$ cat config.mk
export PLATFORM = sky130hd
export DESIGN_NAME = accr_regs
export DESIGN_NICKNAME = d
export VERILOG_FILES = /design/src/inc/accr_pkg.sv /design/src/logic/accr_span_decode.sv /design/src/logic/accr_regs.sv
export SDC_FILE = /design/constraint.sdc
export NUM_CORES = 1
export LEC_CHECK = 0
export BUFFER_PORTS_ARGS = -buffer_cell sky130_fd_sc_hd__clkbuf_2
export CAP_MARGIN = 10
export CORE_MARGIN = 10
export CORE_UTILIZATION = 42
export DETAILED_ROUTE_END_ITERATION = 16
export GPL_ROUTABILITY_DRIVEN = 0
export PLACE_DENSITY = 0.9
export SLEW_MARGIN = 20
export SYNTH_ARGS = -nofsm -noshare
export SYNTH_HDL_FRONTEND = slang
export SYNTH_SLANG_ARGS = --single-unit
$ cat constraint.sdc
create_clock -name pclk -period 2.2 [get_ports pclk]
set_input_delay 0.22 -clock pclk [delete_from_list [all_inputs] [get_ports pclk]]
set_output_delay 0.22 -clock pclk [all_outputs]
set_load 0.02 [all_outputs]
$ cat src/inc/accr_pkg.sv
// constants and types for the channel configuration register slice
// assumes a 32-bit APB master; register indices are word indices
package accr_pkg;

  // register word indices; the byte address is four times the index
  localparam logic [5:0] IDX_SPAN_CH7_CH8 = 6'h06;
  localparam logic [5:0] IDX_AVERAGING    = 6'h08;
  localparam logic [5:0] IDX_CAL_CHAN1    = 6'h09;
  localparam logic [5:0] IDX_CAL_CHAN2    = 6'h0A;
  localparam logic [5:0] IDX_CAL_CHAN3    = 6'h0B;
  localparam logic [5:0] IDX_STATUS       = 6'h1F;

  // values after reset
  localparam logic [7:0] RST_SPAN_CH7_CH8 = 8'h33;
  localparam logic [3:0] RST_SPAN_SEL     = 4'h3;
  localparam logic [3:0] RST_AVG_RATIO    = 4'h0;
  localparam logic [3:0] RST_AVG_PAD      = 4'h0;
  localparam logic [5:0] RST_CAL          = 6'h00;
  localparam logic [7:0] RST_EDGE_COUNT   = 8'h00;

  // field positions and widths
  localparam int unsigned SPAN_W        = 4;
  localparam int unsigned SPAN_CH8_LSB  = 4;
  localparam int unsigned SPAN_CH7_LSB  = 0;
  localparam int unsigned AVG_PAD_LSB   = 4;
  localparam int unsigned AVG_RATIO_LSB = 0;
  localparam int unsigned AVG_FIELD_W   = 4;
  localparam int unsigned CAL_W         = 6;
  localparam int unsigned CAL_CHANNELS  = 3;
  localparam int unsigned CAL_STEP_LOG2 = 10;
  localparam int unsigned CAL_OHMS_W    = 17;

  // status register layout
  localparam int unsigned ST_CH7_SPAN_LSB = 0;
  localparam int unsigned ST_CH8_SPAN_LSB = 2;
  localparam int unsigned ST_AVG_EN_BIT   = 4;
  localparam int unsigned ST_CONV_LVL_BIT = 5;
  localparam int unsigned ST_EDGES_LSB    = 8;

  // span selector codes
  localparam logic [3:0] SPAN_CODE_2V5      = 4'h0;
  localparam logic [3:0] SPAN_CODE_5V       = 4'h1;
  localparam logic [3:0] SPAN_CODE_10V_LAST = 4'hB;

  // highest averaging ratio code that still averages
  localparam logic [3:0] AVG_RATIO_CODE_MAX = 4'h8;

  // input pin synchroniser depth
  localparam int unsigned SYNC_STAGES = 3;

  typedef enum logic [1:0]
  {
    span_2v5,
    span_5v,
    span_10v,
    span_undefined
  } accr_span_t;

endpackage

$ cat src/logic/accr_span_decode.sv
// decodes one 4-bit span selector into the front-end span setting
// assumes the selector comes from a register on the same clock
module accr_span_decode
  import accr_pkg::*;
(
  // clock and reset
  input  wire logic              pclk,
  input  wire logic              presetn,
  // selector in, decoded span out
  input  wire logic [SPAN_W-1:0] span_sel,
  output accr_span_t             span
);

  accr_span_t next_span;

  always_comb
  begin
    if (span_sel == SPAN_CODE_2V5)
      next_span = span_2v5;
    else if (span_sel == SPAN_CODE_5V)
      next_span = span_5v;
    else if (span_sel <= SPAN_CODE_10V_LAST)
      next_span = span_10v;
    else
      // no span is defined for these codes; front end must not use it
      next_span = span_undefined;
  end

  // reset matches selector reset code 0x3, a 10 V span
  always_ff @(posedge pclk or negedge presetn)
  begin
    if (!presetn)
      span <= span_10v;
    else
      span <= next_span;
  end

endmodule

$ cat src/logic/accr_regs.sv
// channel span, averaging and filter calibration registers on APB
// assumes a 32-bit APB master on pclk; conversion_start is a pin
// Summary of operation
// - channel 8 span selector, read/write bits [7:4], resets to 0x3.
// - channel 7 span selector, read/write bits [3:0], resets to 0x3.
// - span code 0000 sets the channel to a +/-2.5 V single-ended span.
// - span code 0001 sets the channel to a +/-5 V single-ended span.
// - span codes 0010 to 1011 set the channel to a +/-10 V single-ended span.
// - averaging ratio [3:0] resets 0; codes 0..8 give 1..256, higher is off.
// - padding in bits [7:4] resets to 0 and lengthens the averaging period.
// - channels 1 to 3 hold a 6-bit filter resistor code, 1024 ohm a step.
module accr_regs
  import accr_pkg::*;
#(
  parameter int unsigned ADDR_W = 8
)
(
  // clock and reset
  input  wire logic                  pclk,
  input  wire logic                  presetn,
  // apb slave
  input  wire logic [ADDR_W-1:0]     paddr,
  input  wire logic                  psel,
  input  wire logic                  penable,
  input  wire logic                  pwrite,
  input  wire logic [31:0]           pwdata,
  input  wire logic [3:0]            pstrb,
  output logic      [31:0]           prdata,
  output logic                       pready,
  output logic                       pslverr,
  // conversion start pin
  input  wire logic                  conversion_start,
  // front end span settings
  output logic      [SPAN_W-1:0]     chan7_span_sel,
  output logic      [SPAN_W-1:0]     chan8_span_sel,
  output accr_span_t                 chan7_span,
  output accr_span_t                 chan8_span,
  // averaging filter settings
  output logic      [AVG_FIELD_W-1:0] averaging_ratio,
  output logic      [AVG_FIELD_W-1:0] averaging_padding,
  output logic                       averaging_enable,
  output logic      [8:0]            averaging_factor,
  output logic      [9:0]            averaging_period_slots,
  // calibration datapath settings
  output logic      [CAL_W-1:0]      chan1_filter_res_cal,
  output logic      [CAL_W-1:0]      chan2_filter_res_cal,
  output logic      [CAL_W-1:0]      chan3_filter_res_cal,
  output logic      [CAL_OHMS_W-1:0] chan1_series_filter_resistor,
  output logic      [CAL_OHMS_W-1:0] chan2_series_filter_resistor,
  output logic      [CAL_OHMS_W-1:0] chan3_series_filter_resistor
);

  // storage
  logic [SPAN_W-1:0]      span_ch7;
  logic [SPAN_W-1:0]      span_ch8;
  logic [AVG_FIELD_W-1:0] avg_ratio;
  logic [AVG_FIELD_W-1:0] avg_pad;
  logic [CAL_W-1:0]       cal [CAL_CHANNELS];
  logic [7:0]             edge_count;

  // conversion start synchroniser
  logic [SYNC_STAGES-1:0] conv_sync;
  logic                   conv_level;

  // apb decode
  wire  [5:0]  word_idx;
  wire         setup_phase;
  wire         access_phase;
  wire         wr_take;
  wire         lane0;
  wire         hit_span;
  wire         hit_avg;
  wire         hit_status;
  wire  [2:0]  hit_cal;
  wire         mapped;
  wire  [7:0]  rd_mux;
  wire  [31:0] status_word;
  wire         conv_agree;
  wire         conv_rise;

  assign word_idx     = paddr[7:2];
  assign setup_phase  = psel & ~penable;
  assign access_phase = psel & penable;
  // always ready: every register answers with no wait state
  assign pready       = 1'b1;
  assign wr_take      = access_phase & pready & pwrite & ~pslverr;
  // writable registers are one byte wide, so only byte lane 0 carries data
  assign lane0        = pstrb[0];

  assign hit_span   = (word_idx == IDX_SPAN_CH7_CH8);
  assign hit_avg    = (word_idx == IDX_AVERAGING);
  assign hit_status = (word_idx == IDX_STATUS);
  assign hit_cal[0] = (word_idx == IDX_CAL_CHAN1);
  assign hit_cal[1] = (word_idx == IDX_CAL_CHAN2);
  assign hit_cal[2] = (word_idx == IDX_CAL_CHAN3);
  assign mapped     = hit_span | hit_avg | hit_status | (|hit_cal);

  // reserved calibration bits always return zero
  assign rd_mux =
    hit_span   ? {span_ch8, span_ch7} :
    hit_avg    ? {avg_pad, avg_ratio} :
    hit_cal[0] ? {2'b00, cal[0]} :
    hit_cal[1] ? {2'b00, cal[1]} :
    hit_cal[2] ? {2'b00, cal[2]} :
    8'h00;

  assign status_word =
    {16'h0000, edge_count, 2'b00, conv_level, averaging_enable,
     chan8_span, chan7_span};

  // read data is latched in setup so the access phase sees a flop
  always_ff @(posedge pclk or negedge presetn)
  begin
    if (!presetn)
      prdata <= 32'h0000_0000;
    else if (setup_phase && !pwrite)
      prdata <= hit_status ? status_word : {24'h00_0000, rd_mux};
  end

  // unmapped word answers with an error in its access phase
  always_ff @(posedge pclk or negedge presetn)
  begin
    if (!presetn)
      pslverr <= 1'b0;
    else
      pslverr <= setup_phase & ~mapped;
  end

  // span selectors for channels 7 and 8
  always_ff @(posedge pclk or negedge presetn)
  begin
    if (!presetn)
    begin
      span_ch8 <= RST_SPAN_CH7_CH8[SPAN_CH8_LSB +: SPAN_W];
      span_ch7 <= RST_SPAN_CH7_CH8[SPAN_CH7_LSB +: SPAN_W];
    end
    else if (wr_take && hit_span && lane0)
    begin
      span_ch8 <= pwdata[SPAN_CH8_LSB +: SPAN_W];
      span_ch7 <= pwdata[SPAN_CH7_LSB +: SPAN_W];
    end
  end

  // averaging ratio and padding
  always_ff @(posedge pclk or negedge presetn)
  begin
    if (!presetn)
    begin
      avg_ratio <= RST_AVG_RATIO;
      avg_pad   <= RST_AVG_PAD;
    end
    else if (wr_take && hit_avg && lane0)
    begin
      avg_ratio <= pwdata[AVG_RATIO_LSB +: AVG_FIELD_W];
      avg_pad   <= pwdata[AVG_PAD_LSB +: AVG_FIELD_W];
    end
  end

  // calibration storage, one entry per channel
  genvar g;
  generate
    for (g = 0; g < CAL_CHANNELS; g++)
    begin : g_cal
      always_ff @(posedge pclk or negedge presetn)
      begin
        if (!presetn)
          cal[g] <= RST_CAL;
        else if (wr_take && hit_cal[g] && lane0)
          // upper two bits of the byte are dropped here
          cal[g] <= pwdata[CAL_W-1:0];
      end
    end
  endgenerate

  // conversion start: three flops, level moves when stages 2 and 3 agree
  always_ff @(posedge pclk or negedge presetn)
  begin
    if (!presetn)
      conv_sync <= '0;
    else
      conv_sync <= {conv_sync[SYNC_STAGES-2:0], conversion_start};
  end

  assign conv_agree = (conv_sync[1] == conv_sync[2]);
  assign conv_rise  = conv_agree & conv_sync[2] & ~conv_level;

  always_ff @(posedge pclk or negedge presetn)
  begin
    if (!presetn)
      conv_level <= 1'b0;
    else if (conv_agree)
      conv_level <= conv_sync[2];
  end

  // counts conversion start edges so software can see the core pacing
  always_ff @(posedge pclk or negedge presetn)
  begin
    if (!presetn)
      edge_count <= RST_EDGE_COUNT;
    else if (conv_rise)
      edge_count <= edge_count + 8'h01;
  end

  // span decoders
  accr_span_decode u_span_ch7
  (
    .pclk     (pclk),
    .presetn  (presetn),
    .span_sel (span_ch7),
    .span     (chan7_span)
  );

  accr_span_decode u_span_ch8
  (
    .pclk     (pclk),
    .presetn  (presetn),
    .span_sel (span_ch8),
    .span     (chan8_span)
  );

  // averaging: codes above the top ratio code switch it off
  assign averaging_enable = (avg_ratio != 4'h0)
                          & (avg_ratio <= AVG_RATIO_CODE_MAX);
  assign averaging_factor = (avg_ratio <= AVG_RATIO_CODE_MAX)
                          ? (9'h001 << avg_ratio)
                          : 9'h001;
  // padding adds idle slots so samples spread evenly between starts
  assign averaging_period_slots = averaging_enable
                          ? ({1'b0, averaging_factor}
                             + {6'h00, avg_pad})
                          : 10'h001;

  assign averaging_ratio   = avg_ratio;
  assign averaging_padding = avg_pad;
  assign chan7_span_sel    = span_ch7;
  assign chan8_span_sel    = span_ch8;

  assign chan1_filter_res_cal = cal[0];
  assign chan2_filter_res_cal = cal[1];
  assign chan3_filter_res_cal = cal[2];

  // code times 1024 ohm
  assign chan1_series_filter_resistor =
    {1'b0, cal[0], {CAL_STEP_LOG2{1'b0}}};
  assign chan2_series_filter_resistor =
    {1'b0, cal[1], {CAL_STEP_LOG2{1'b0}}};
  assign chan3_series_filter_resistor =
    {1'b0, cal[2], {CAL_STEP_LOG2{1'b0}}};

endmodule

-- Yosys cells after proc, flatten, opt, wreduce, memory -nomap -nowiden
Cells that the tools add are included.
- bits in registers: 83
- input bits: 50
- add/sub/neg operators: 2
- order comparisons: 3
- equality and inequality tests: 9
- shifts and indexed selects: 1
- multiplexer cells: 14
- bitwise operators: 15
- reduce and logical (&&, ||, !) cells: 16
- operators with widths (operator ; number):
    $eq A6 B4 Y1 const B ; 4
    $mux W6 ; 3
    $mux W16 ; 1
    $mux W8 ; 2
    $le A4 B4 Y1 const B ; 3
    $logic_and A1 B1 Y1 ; 11
    $add A9 B4 Y10 ; 1
    $mux W10 ; 1
    $mux W9 ; 1
    $shl A1 B4 Y9 const A ; 1
    $add A8 B1 Y8 const B ; 1
    $and A1 B1 Y1 ; 8
    $eq A4 B1 Y1 const B ; 2
    $logic_not A4 Y1 ; 2
    $mux W2 ; 4
    $eq A6 B3 Y1 const B ; 1
    $eq A6 B5 Y1 const B ; 1
    $not A1 Y1 ; 4
    $reduce_bool A4 Y1 ; 1
    $or A1 B1 Y1 ; 3
    $reduce_or A3 Y1 ; 1
    $mux W1 ; 2
    $eq A1 B1 Y1 ; 1
    $logic_not A1 Y1 ; 1

-- Logic depth before layout (Yosys ltp)
Gate-level depths: netlist of run 1.
- word-level depth: 7
- mapped depth: 9
- gate-level depth less buffers: 9

-- By module
From an unflattened synthesis of run 1, not the netlist that was laid out.
- cell total of the unflattened synthesis: 331
- area total of the unflattened synthesis: 3723.6 um^2
- by module, submodules not included (module ; instances ; cells an instance ; area each (um^2) ; sequential area each (um^2)):
    accr_regs ; 1 ; 321 ; 3563.4 ; 1581.5
    accr_span_decode ; 2 ; 5 ; 80.1 ; 51.3

-- Least setup slack after synthesis of run 1
No wires, ideal clock.
- kind: register to output
- from: reg avg_ratio[1] (netlist: averaging_ratio[1])
- to: out averaging_period_slots[4]
- data arrival time: 2.995 ns
- required time: 1.980 ns
- path slack: -1.015 ns
- stages on the path, launching flop included: 10
- buffers on the path: 0
- cell sequence: dfrtp_1 -> nor3_1 -> xor2_1 -> ha_1 -> inv_1 -> fa_1 -> nor2b_1 -> o21ai_0 -> nor3b_1 -> nor3_1
- longest elaborated chain between the ends: 4
- elaborated cells on any way between the ends: 7
- classes of those cells: add/sub: 1; order compare: 1; shift: 1; mux: 2; bitwise: 1; reduce/logical: 1
- ends and longest elaborated chain (element ; line ; source):
    from (decl) ; accr_regs.sv:56 ; logic [AVG_FIELD_W-1:0] avg_ratio;
    from (signal assigned) ; accr_regs.sv:154 ; avg_ratio <= pwdata[AVG_RATIO_LSB +: AVG_FIELD_W];
    $le A4 B4 Y1 / $shl A1 B4 Y9 (equally long branches) ; accr_regs.sv:224, accr_regs.sv:225 ;
    $mux W9 (*) ; accr_regs.sv:225 ; ? (9'h001 << avg_ratio)
    via averaging_factor[0] ; accr_regs.sv:42 ; output logic [8:0] averaging_factor,
    $add A9 B4 Y10 (*) ; accr_regs.sv:230 ; + {6'h00, avg_pad})
    $mux W10 (*) ; accr_regs.sv:229 ; ? ({1'b0, averaging_factor}
    to (decl) ; accr_regs.sv:43 ; output logic [9:0] averaging_period_slots,
Mark *: on every way through the listed nets, which the timed path passes. The rest lies on a longest branch.

-- Worst setup path after layout of run 1
- from: reg avg_ratio[2] (netlist: averaging_ratio[2])
- to: out averaging_period_slots[4]
- longest elaborated chain between the ends: 4
- elaborated cells on any way between the ends: 7
- classes of those cells: add/sub: 1; order compare: 1; shift: 1; mux: 2; bitwise: 1; reduce/logical: 1
- ends and longest elaborated chain (element ; line):
    $le A4 B4 Y1 / $shl A1 B4 Y9 (equally long branches) ; accr_regs.sv:223, accr_regs.sv:224, accr_regs.sv:225
    $mux W9 ; accr_regs.sv:225
    $add A9 B4 Y10 ; accr_regs.sv:230
    $mux W10 (*) ; accr_regs.sv:229
Every way passes the cells marked *; elsewhere a longest branch is shown, timed or not.

==> impl_metrics.yaml, run 1 <==
run_status:
  status: "complete, but fails checks"
  violations: "setup timing"
yosys:
  synth_top_area_share_pct: 40.5
  synth_common_cells: "72 x buf_4, 61 x dfrtp_1, 36 x mux2_2"
  seq_area_frac_synth_pct: 44.6
  synth_warnings: 0
  synth_edf_count: 0
  synth_cells: 354
  synth_area_per_cell_sq_um: 10.7
  synth_cell_types: 47
  synth_top_flop_cell: "dfrtp_1"
  syn_area_sq_um: 3770
  yosysTopAreaCell: "dfrtp_1"
  synth_most_common_cell: "buf_4"
  async_flop_share_pct: 100
  synth-seq-cells: 67
  synthTopCellsByArea: "dfrtp_1 40%, buf_4 14%, mux2_2 11%"
worst_setup_path:
  arrival_ns: 2.53
  cp_max_fo: 2
  end_kind: "output port"
  cp-start-kind: "register"
  path_class: "register to output port"
  cp.required_ns: 1.98
  r2r_cells: 4
die:
  core_area_sq_um: 8720
  rows: 34
  start_util_pct: 43.3
  die_area_sq_um: 13200
  num_io_pins: 193
  fp.dieH_um: 115
  die_x_um: 115
clock_network:
  clk_pin_slew_ns: 0.07
  cts-root-buf: "clkbuf_8"
  cts_buffer_depth: 2
  tritoncts: "done"
  htreeDepth: 3
  clock_sinks: 67
  clk_latency_ns: 0.34
  cts_buffers: 9
min_path:
  hp-class: "primary input to register"
  min_path_cells: 2
timing:
  clock.fmax_ghz: 0.363
  setup_tns_ns: -2.03
  fin_crit_ns: 2.75
  setup_violations: 5
  hold_violations: 0
  maxSlewViolCount: 0
  worst_slew_pin_slew_ns: 0.671
  skew_ns: 0.0111
  rsz0062_at_grt: "true"
  slew_headroom_pct: 55.3
  timing.final.ws_setup_ns: -0.553
  post-route-period-util_pct: 125
global_route:
  grt_pass1_wl_um: 16700
  grt_pass1_vias: 3222
  grt_max_degree: 40
  antenna_found_initial: 0
  grt-ovfl-total: 0
  track_usage_pct: 16.0
detailed_routing:
  drt_wl_total_um: 10800
  wl_per_cell_um: 18.6
  dr.pass1.iters: 4
  drt_iter0_drc: 200
  dr_total_vias: 2971
  vias_per_cell: 5.11
  route.detailed.drc: 0
  antenna_left: 0
cells_and_area:
  nNetsFinal: 525
  antenna_cells: 0
  syn2layout_area_growth_pct: 21.2
  num-fill-cells: 734
  final_core_util_pct: 52.4
  drive_gt1_share_pct: 46.5
  multi_input_area_sq_um: 1760
  regArea_sq_um: 1690
power:
  ir_worst_vdd_mv: 0.591
  leakagePower_uw: 0.00247
  power_density_nw_per_um2: 621
placement:
  dp.final_hpwl_um: 8410
  io_buffers: 112
job:
  cap_violations: 0
==> power by group <==
part | leakage (uW) | internal [uW] | switching, uW
logic | 0.00148 | 141 | 282
clock network | 0.0000987 | 553 | 468
registers | 0.000889 | 1300 | 88.7
==> layer usage <==
| layer | part of all wire [%] | routed length [um] | vias up | GRT usage [%] |
|---|---|---|---|---|
| met4 | 3.2 | 350 | 0 | 5.53 |
| met5 | 0 | 0 | - | 0 |
| met3 | 11 | 1200 | 25 | 6.56 |
| met1 | 36 | 3920 | 1432 | 17.0 |
| met2 | 49 | 5360 | 181 | 28.1 |
| li1 | - | - | 1333 | - |
==> cell families (layout without fill, tap and decap cells) <==
logic type / count (synthesis) / count (layout) / synth area share (%)
buffers and inverters: 88 / 158 / 16.0
multiplexers: 42 / 42 / 12.7
adder cells (fa/ha/maj): 7 / 7 / 2.52
other: 2 / 51 / 0.199
XOR/XNOR: 9 / 9 / 2.09
AO/OA/AOI/OAI: 29 / 29 / 5.24
flip-flops: 67 / 67 / 44.6
AND/OR/NAND/NOR: 110 / 110 / 16.7
==> area by class of cell <==
class | instances | share of cell area (%)
tap | 108 | 2.95
inverter | 8 | 0.657
timing repair buffer | 134 | 16.6
sequential | 67 | 36.9
clock inverter | 6 | 1.40
multi-input combinational | 248 | 38.5
clock buffer | 10 | 3.01
==> cells in the final DEF (no fill, tap or decap), types with 3 or more instances in the layout <==
master | synthesis | layout
a2111oi_0 | 5 | 5
and2_1 | 4 | 4
and3_1 | 7 | 7
buf_4 | 72 | 22
clkbuf_2 | 0 | 107
clkbuf_8 | 0 | 10
conb_1 | 2 | 51
dfrtp_1 | 61 | 59
dfstp_2 | 6 | 6
ha_1 | 6 | 5
inv_1 | 8 | 6
mux2_2 | 36 | 36
mux2i_1 | 5 | 5
nand2_1 | 28 | 28
nand2b_1 | 4 | 4
nand3_1 | 20 | 20
nor2_1 | 11 | 11
nor3_1 | 11 | 6
nor3_2 | 0 | 4
o211ai_1 | 4 | 4
o21ai_0 | 10 | 9
or3_1 | 3 | 3
xnor2_1 | 7 | 7
==> repair_timing <==
item	4_1_cts	5_1_grt
pin swaps	4	4
hold buffers	2	0
resized for setup	8	13
endpoints found under the hold margin	26	0
setup buffers	2	2
setup endpoints to repair	6	7
==> worst max-delay path: stages (launching register included) <==
cell and delay (ns):
dfrtp_2 0.43, nor3_4 0.29, xor2_4 0.20, ha_4 0.16, inv_2 0.04, fa_2 0.36
nor2b_4 0.14, o21ai_2 0.07, nor3b_2 0.17, nor3_2 0.18, buf_4 0.16
==> flip-flops by register name, summed over array words and instances, names as in the netlist, 3 cells and up <==
name,cells
chan1_filter_res_cal,6
chan2_filter_res_cal,6
chan8_span_sel,4
chan3_filter_res_cal,6
averaging_padding,4
chan7_span_sel,4
edge_count,8
prdata,16
averaging_ratio,4
conv_sync,3
==> worst paths after layout <==
path | startpoint | endpoint | slack, ns
min in group asynchronous | presetn | chan1_filter_res_cal[4]$_DFFE_PN0P_ | 0.45
max in group asynchronous | presetn | u_span_ch8.span[1]$_DFF_PN1_ | 1.04
worst min-delay path | pwdata[6] | averaging_padding[2]$_DFFE_PN0P_ | 0.13
worst max register to register | averaging_ratio[3]$_DFFE_PN0P_ | prdata[3]$_DFFE_PN0P_ | 0.56
worst min register to register | conv_sync[0]$_DFF_PN0_ | conv_sync[1]$_DFF_PN0_ | 0.36
worst max-delay path | averaging_ratio[2]$_DFFE_PN0P_ | averaging_period_slots[4] | -0.55
==> metrics by stage <==
stage | setup WS (ns) | instance area (sq um) | std cells | power [uW] | hold slack (ns)
5_1_grt | -0.681 | 4570 | 581 | 2980 | 0.113
6_report | -0.553 | 4570 | 581 | 2840 | 0.129
3_3_place_gp | -0.155 | 4260 | 560 | 1800 | 0.274
2_1_floorplan | -0.464 | 4000 | 403 | 1730 | -0.0756
4_1_cts | -0.562 | 4530 | 580 | 2850 | 0.119
3_5_place_dp | -0.277 | 4260 | 560 | 1820 | 0.288
Power figures use the tool's default switching activity.
==> run 2: changes to the inputs <==
--- a/config.mk
+++ b/config.mk
@@ -8,10 +8,10 @@
 export BUFFER_PORTS_ARGS = -buffer_cell sky130_fd_sc_hd__clkbuf_2
 export CAP_MARGIN = 10
 export CORE_MARGIN = 10
-export CORE_UTILIZATION = 42
+export CORE_UTILIZATION = 46
 export DETAILED_ROUTE_END_ITERATION = 16
 export GPL_ROUTABILITY_DRIVEN = 0
-export PLACE_DENSITY = 0.9
+export PLACE_DENSITY = 0.93
 export SLEW_MARGIN = 20
 export SYNTH_ARGS = -nofsm -noshare
 export SYNTH_HDL_FRONTEND = slang
==> constraint.sdc (replaced) <==
create_clock -name pclk -period 2.75 [get_ports pclk]
set_input_delay 0.275 -clock pclk [delete_from_list [all_inputs] [get_ports pclk]]
set_output_delay 0.275 -clock pclk [all_outputs]
set_load 0.02 [all_outputs]
==> run 2 against run 1 <==
  * The run now ends clean
  * Sequential share of layout area rose by 0.86 points
  * Cell count fell by 2.8%
  * Clock power fell by 21%
  * First-iteration DRC count fell by 33%
  * Hold slack got worse by 0.092 ns
  * Register-to-register slack improved by 0.40 ns
==> impl_metrics.yaml, run 2 (synthesized netlist as in run 1, its figures left out) <==
placement:
  preCtsSetupSlack_ns: 0.229
  placed_cells: 543
  dp.final_hpwl_um: 8000
  io_buffers: 112
die:
  rows: 32
  die_x_um: 111
  num_io_pins: 193
  start_util_pct: 48.1
  core_area_sq_um: 7850
  fp.dieH_um: 111
  die_area_sq_um: 12200
detailed_routing:
  wl_per_cell_um: 18.3
  dr.pass1.iters: 4
  dr_total_vias: 2903
  drt_iter0_drc: 134
  route.detailed.drc: 0
  vias_per_cell: 5.14
  drt_wl_total_um: 10300
  antenna_left: 0
timing:
  timing.final.ws_setup_ns: 0.0308
  maxSlewViolCount: 0
  rsz0062_at_grt: "true"
  hold_violations: 0
  worst_slew_pin_slew_ns: 0.725
  clock.fmax_ghz: 0.368
  setup_violations: 0
  skew_ns: 0.0151
  fin_crit_ns: 2.72
  slew_headroom_pct: 50.4
  post-route-period-util_pct: 98.9
power:
  power_density_nw_per_um2: 501
  ir_worst_vdd_mv: 0.402
  leakagePower_uw: 0.00240
cells_and_area:
  largest_register_ffs: 16
  finalNonFillerCells: 565
  antenna_cells: 0
  nNetsFinal: 515
  reg_top3: "prdata (16), edge_count (8)"
  layout_commonest_cell: "clkbuf_2"
  final_cell_mix: "109 x clkbuf_2, 58 x dfrtp_1, 51 x conb_1, 36 x mux2_2, 28 x nand2_1"
  drive_gt1_share_pct: 44.7
  syn2layout_area_growth_pct: 18.5
  top_register: "prdata"
global_route:
  antenna_found_initial: 0
  grt_pass1_wl_um: 16500
  grt-ovfl-total: 0
  track_usage_pct: 16.4
  grt_max_degree: 42
  grt_pass1_vias: 3102
worst_setup_path:
  cp_max_fo: 7
  arrival_ns: 2.44
  cp.required_ns: 2.48
  end_kind: "output port"
  cp-start-kind: "register"
  path_class: "register to output port"
job:
  cap_violations: 0
clock_network:
  cts_buffer_depth: 2
  clk_pin_slew_ns: 0.07
  htreeDepth: 3
  cts-root-buf: "clkbuf_8"
  tritoncts: "done"
  cts_buffers: 9
  clock_sinks: 67
  clk_latency_ns: 0.35
run_status:
  status: "finished clean"
min_path:
  hp-class: "primary input to register"
-- run 2: cell count changes in the layout (fill, tap and decap cells not counted), moves of 2 or more --
cell | previous run | this run
nor3_1 | 6 | 9
buf_6 | 0 | 2
clkbuf_1 | 0 | 3
clkinvlp_4 | 2 | 0
buf_4 | 22 | 11
clkbuf_2 | 107 | 109
nor3_2 | 4 | 1
-- run 2: what timing repair did --
action | CTS | global route
resized for setup | 8 | 13
hold buffers | 1 | 0
buffers inserted | 4 | 1
endpoints found under the hold margin | 24 | 0
endpoints found under the setup margin | 2 | 4
pin swaps | 4 | 4
-- run 2: cell type report --
| class | instances | area (sq um) |
|---|---|---|
| Tap cell | 102 | 128 |
| Multi-Input combinational cell | 248 | 1750 |
| Timing Repair Buffer | 124 | 681 |
| Clock buffer | 13 | 149 |
| Clock inverter | 3 | 40.0 |
| Sequential cell | 67 | 1690 |
| Inverter | 8 | 32.5 |
| Fill cell | 667 | 3380 |
-- run 2: through the flow --
| step | area (sq um) | hold WS [ns] | utilization [%] | setup TNS (ns) | total power, uW |
|---|---|---|---|---|---|
| floorplan | 4000 | -0.0206 | - | 0 | 1390 |
| global placement | 4170 | 0.335 | 53.2 | 0 | 1430 |
| detailed placement | 4170 | 0.339 | 53.2 | 0 | 1450 |
| CTS | 4420 | 0.0267 | 56.3 | -0.0616 | 2250 |
| global route | 4470 | 0.0290 | 57.0 | -0.142 | 2340 |
| finish | 4470 | 0.0365 | 57.0 | 0 | 2240 |
-- run 2: path summary, 6_finish.rpt --
| check | from | depth (start not counted) | to | slack, ns |
|---|---|---|---|---|
| worst max-delay path | averaging_ratio[0]$_DFFE_PN0P_ | 9 | averaging_period_slots[4] | 0.03 |
| worst min-delay path | conversion_start | 1 | conv_sync[0]$_DFF_PN0_ | 0.04 |
| worst max register to register | pslverr$_DFF_PN0_ | 3 | chan1_filter_res_cal[4]$_DFFE_PN0P_ | 0.96 |
| worst min register to register | conv_sync[0]$_DFF_PN0_ | 0 | conv_sync[1]$_DFF_PN0_ | 0.35 |
| max in group asynchronous | presetn | 3 | u_span_ch8.span[1]$_DFF_PN1_ | 1.52 |
| min in group asynchronous | presetn | 2 | chan1_filter_res_cal[3]$_DFFE_PN0P_ | 0.50 |
-- run 2: critical path: stages, from the launching register on --
cell	delay (ns)
dfrtp_2	0.42
buf_4	0.17
nand2b_1	0.17
nor3_1	0.25
ha_1	0.33
nor2b_2	0.18
o21ai_2	0.12
nor3b_1	0.24
nor3_2	0.05
buf_4	0.16
-- run 2: per-layer routing --
layer	global-route usage (%)	share of wire, %
met3	8.70	12
met1	18.3	39
met5	0	0
met2	26.3	48
met4	5.53	1.5
-- run 2: where the power goes --
group,switching [uW],internal [uW]
sequential,68.6,1040
combinational,222,106
clock,359,442
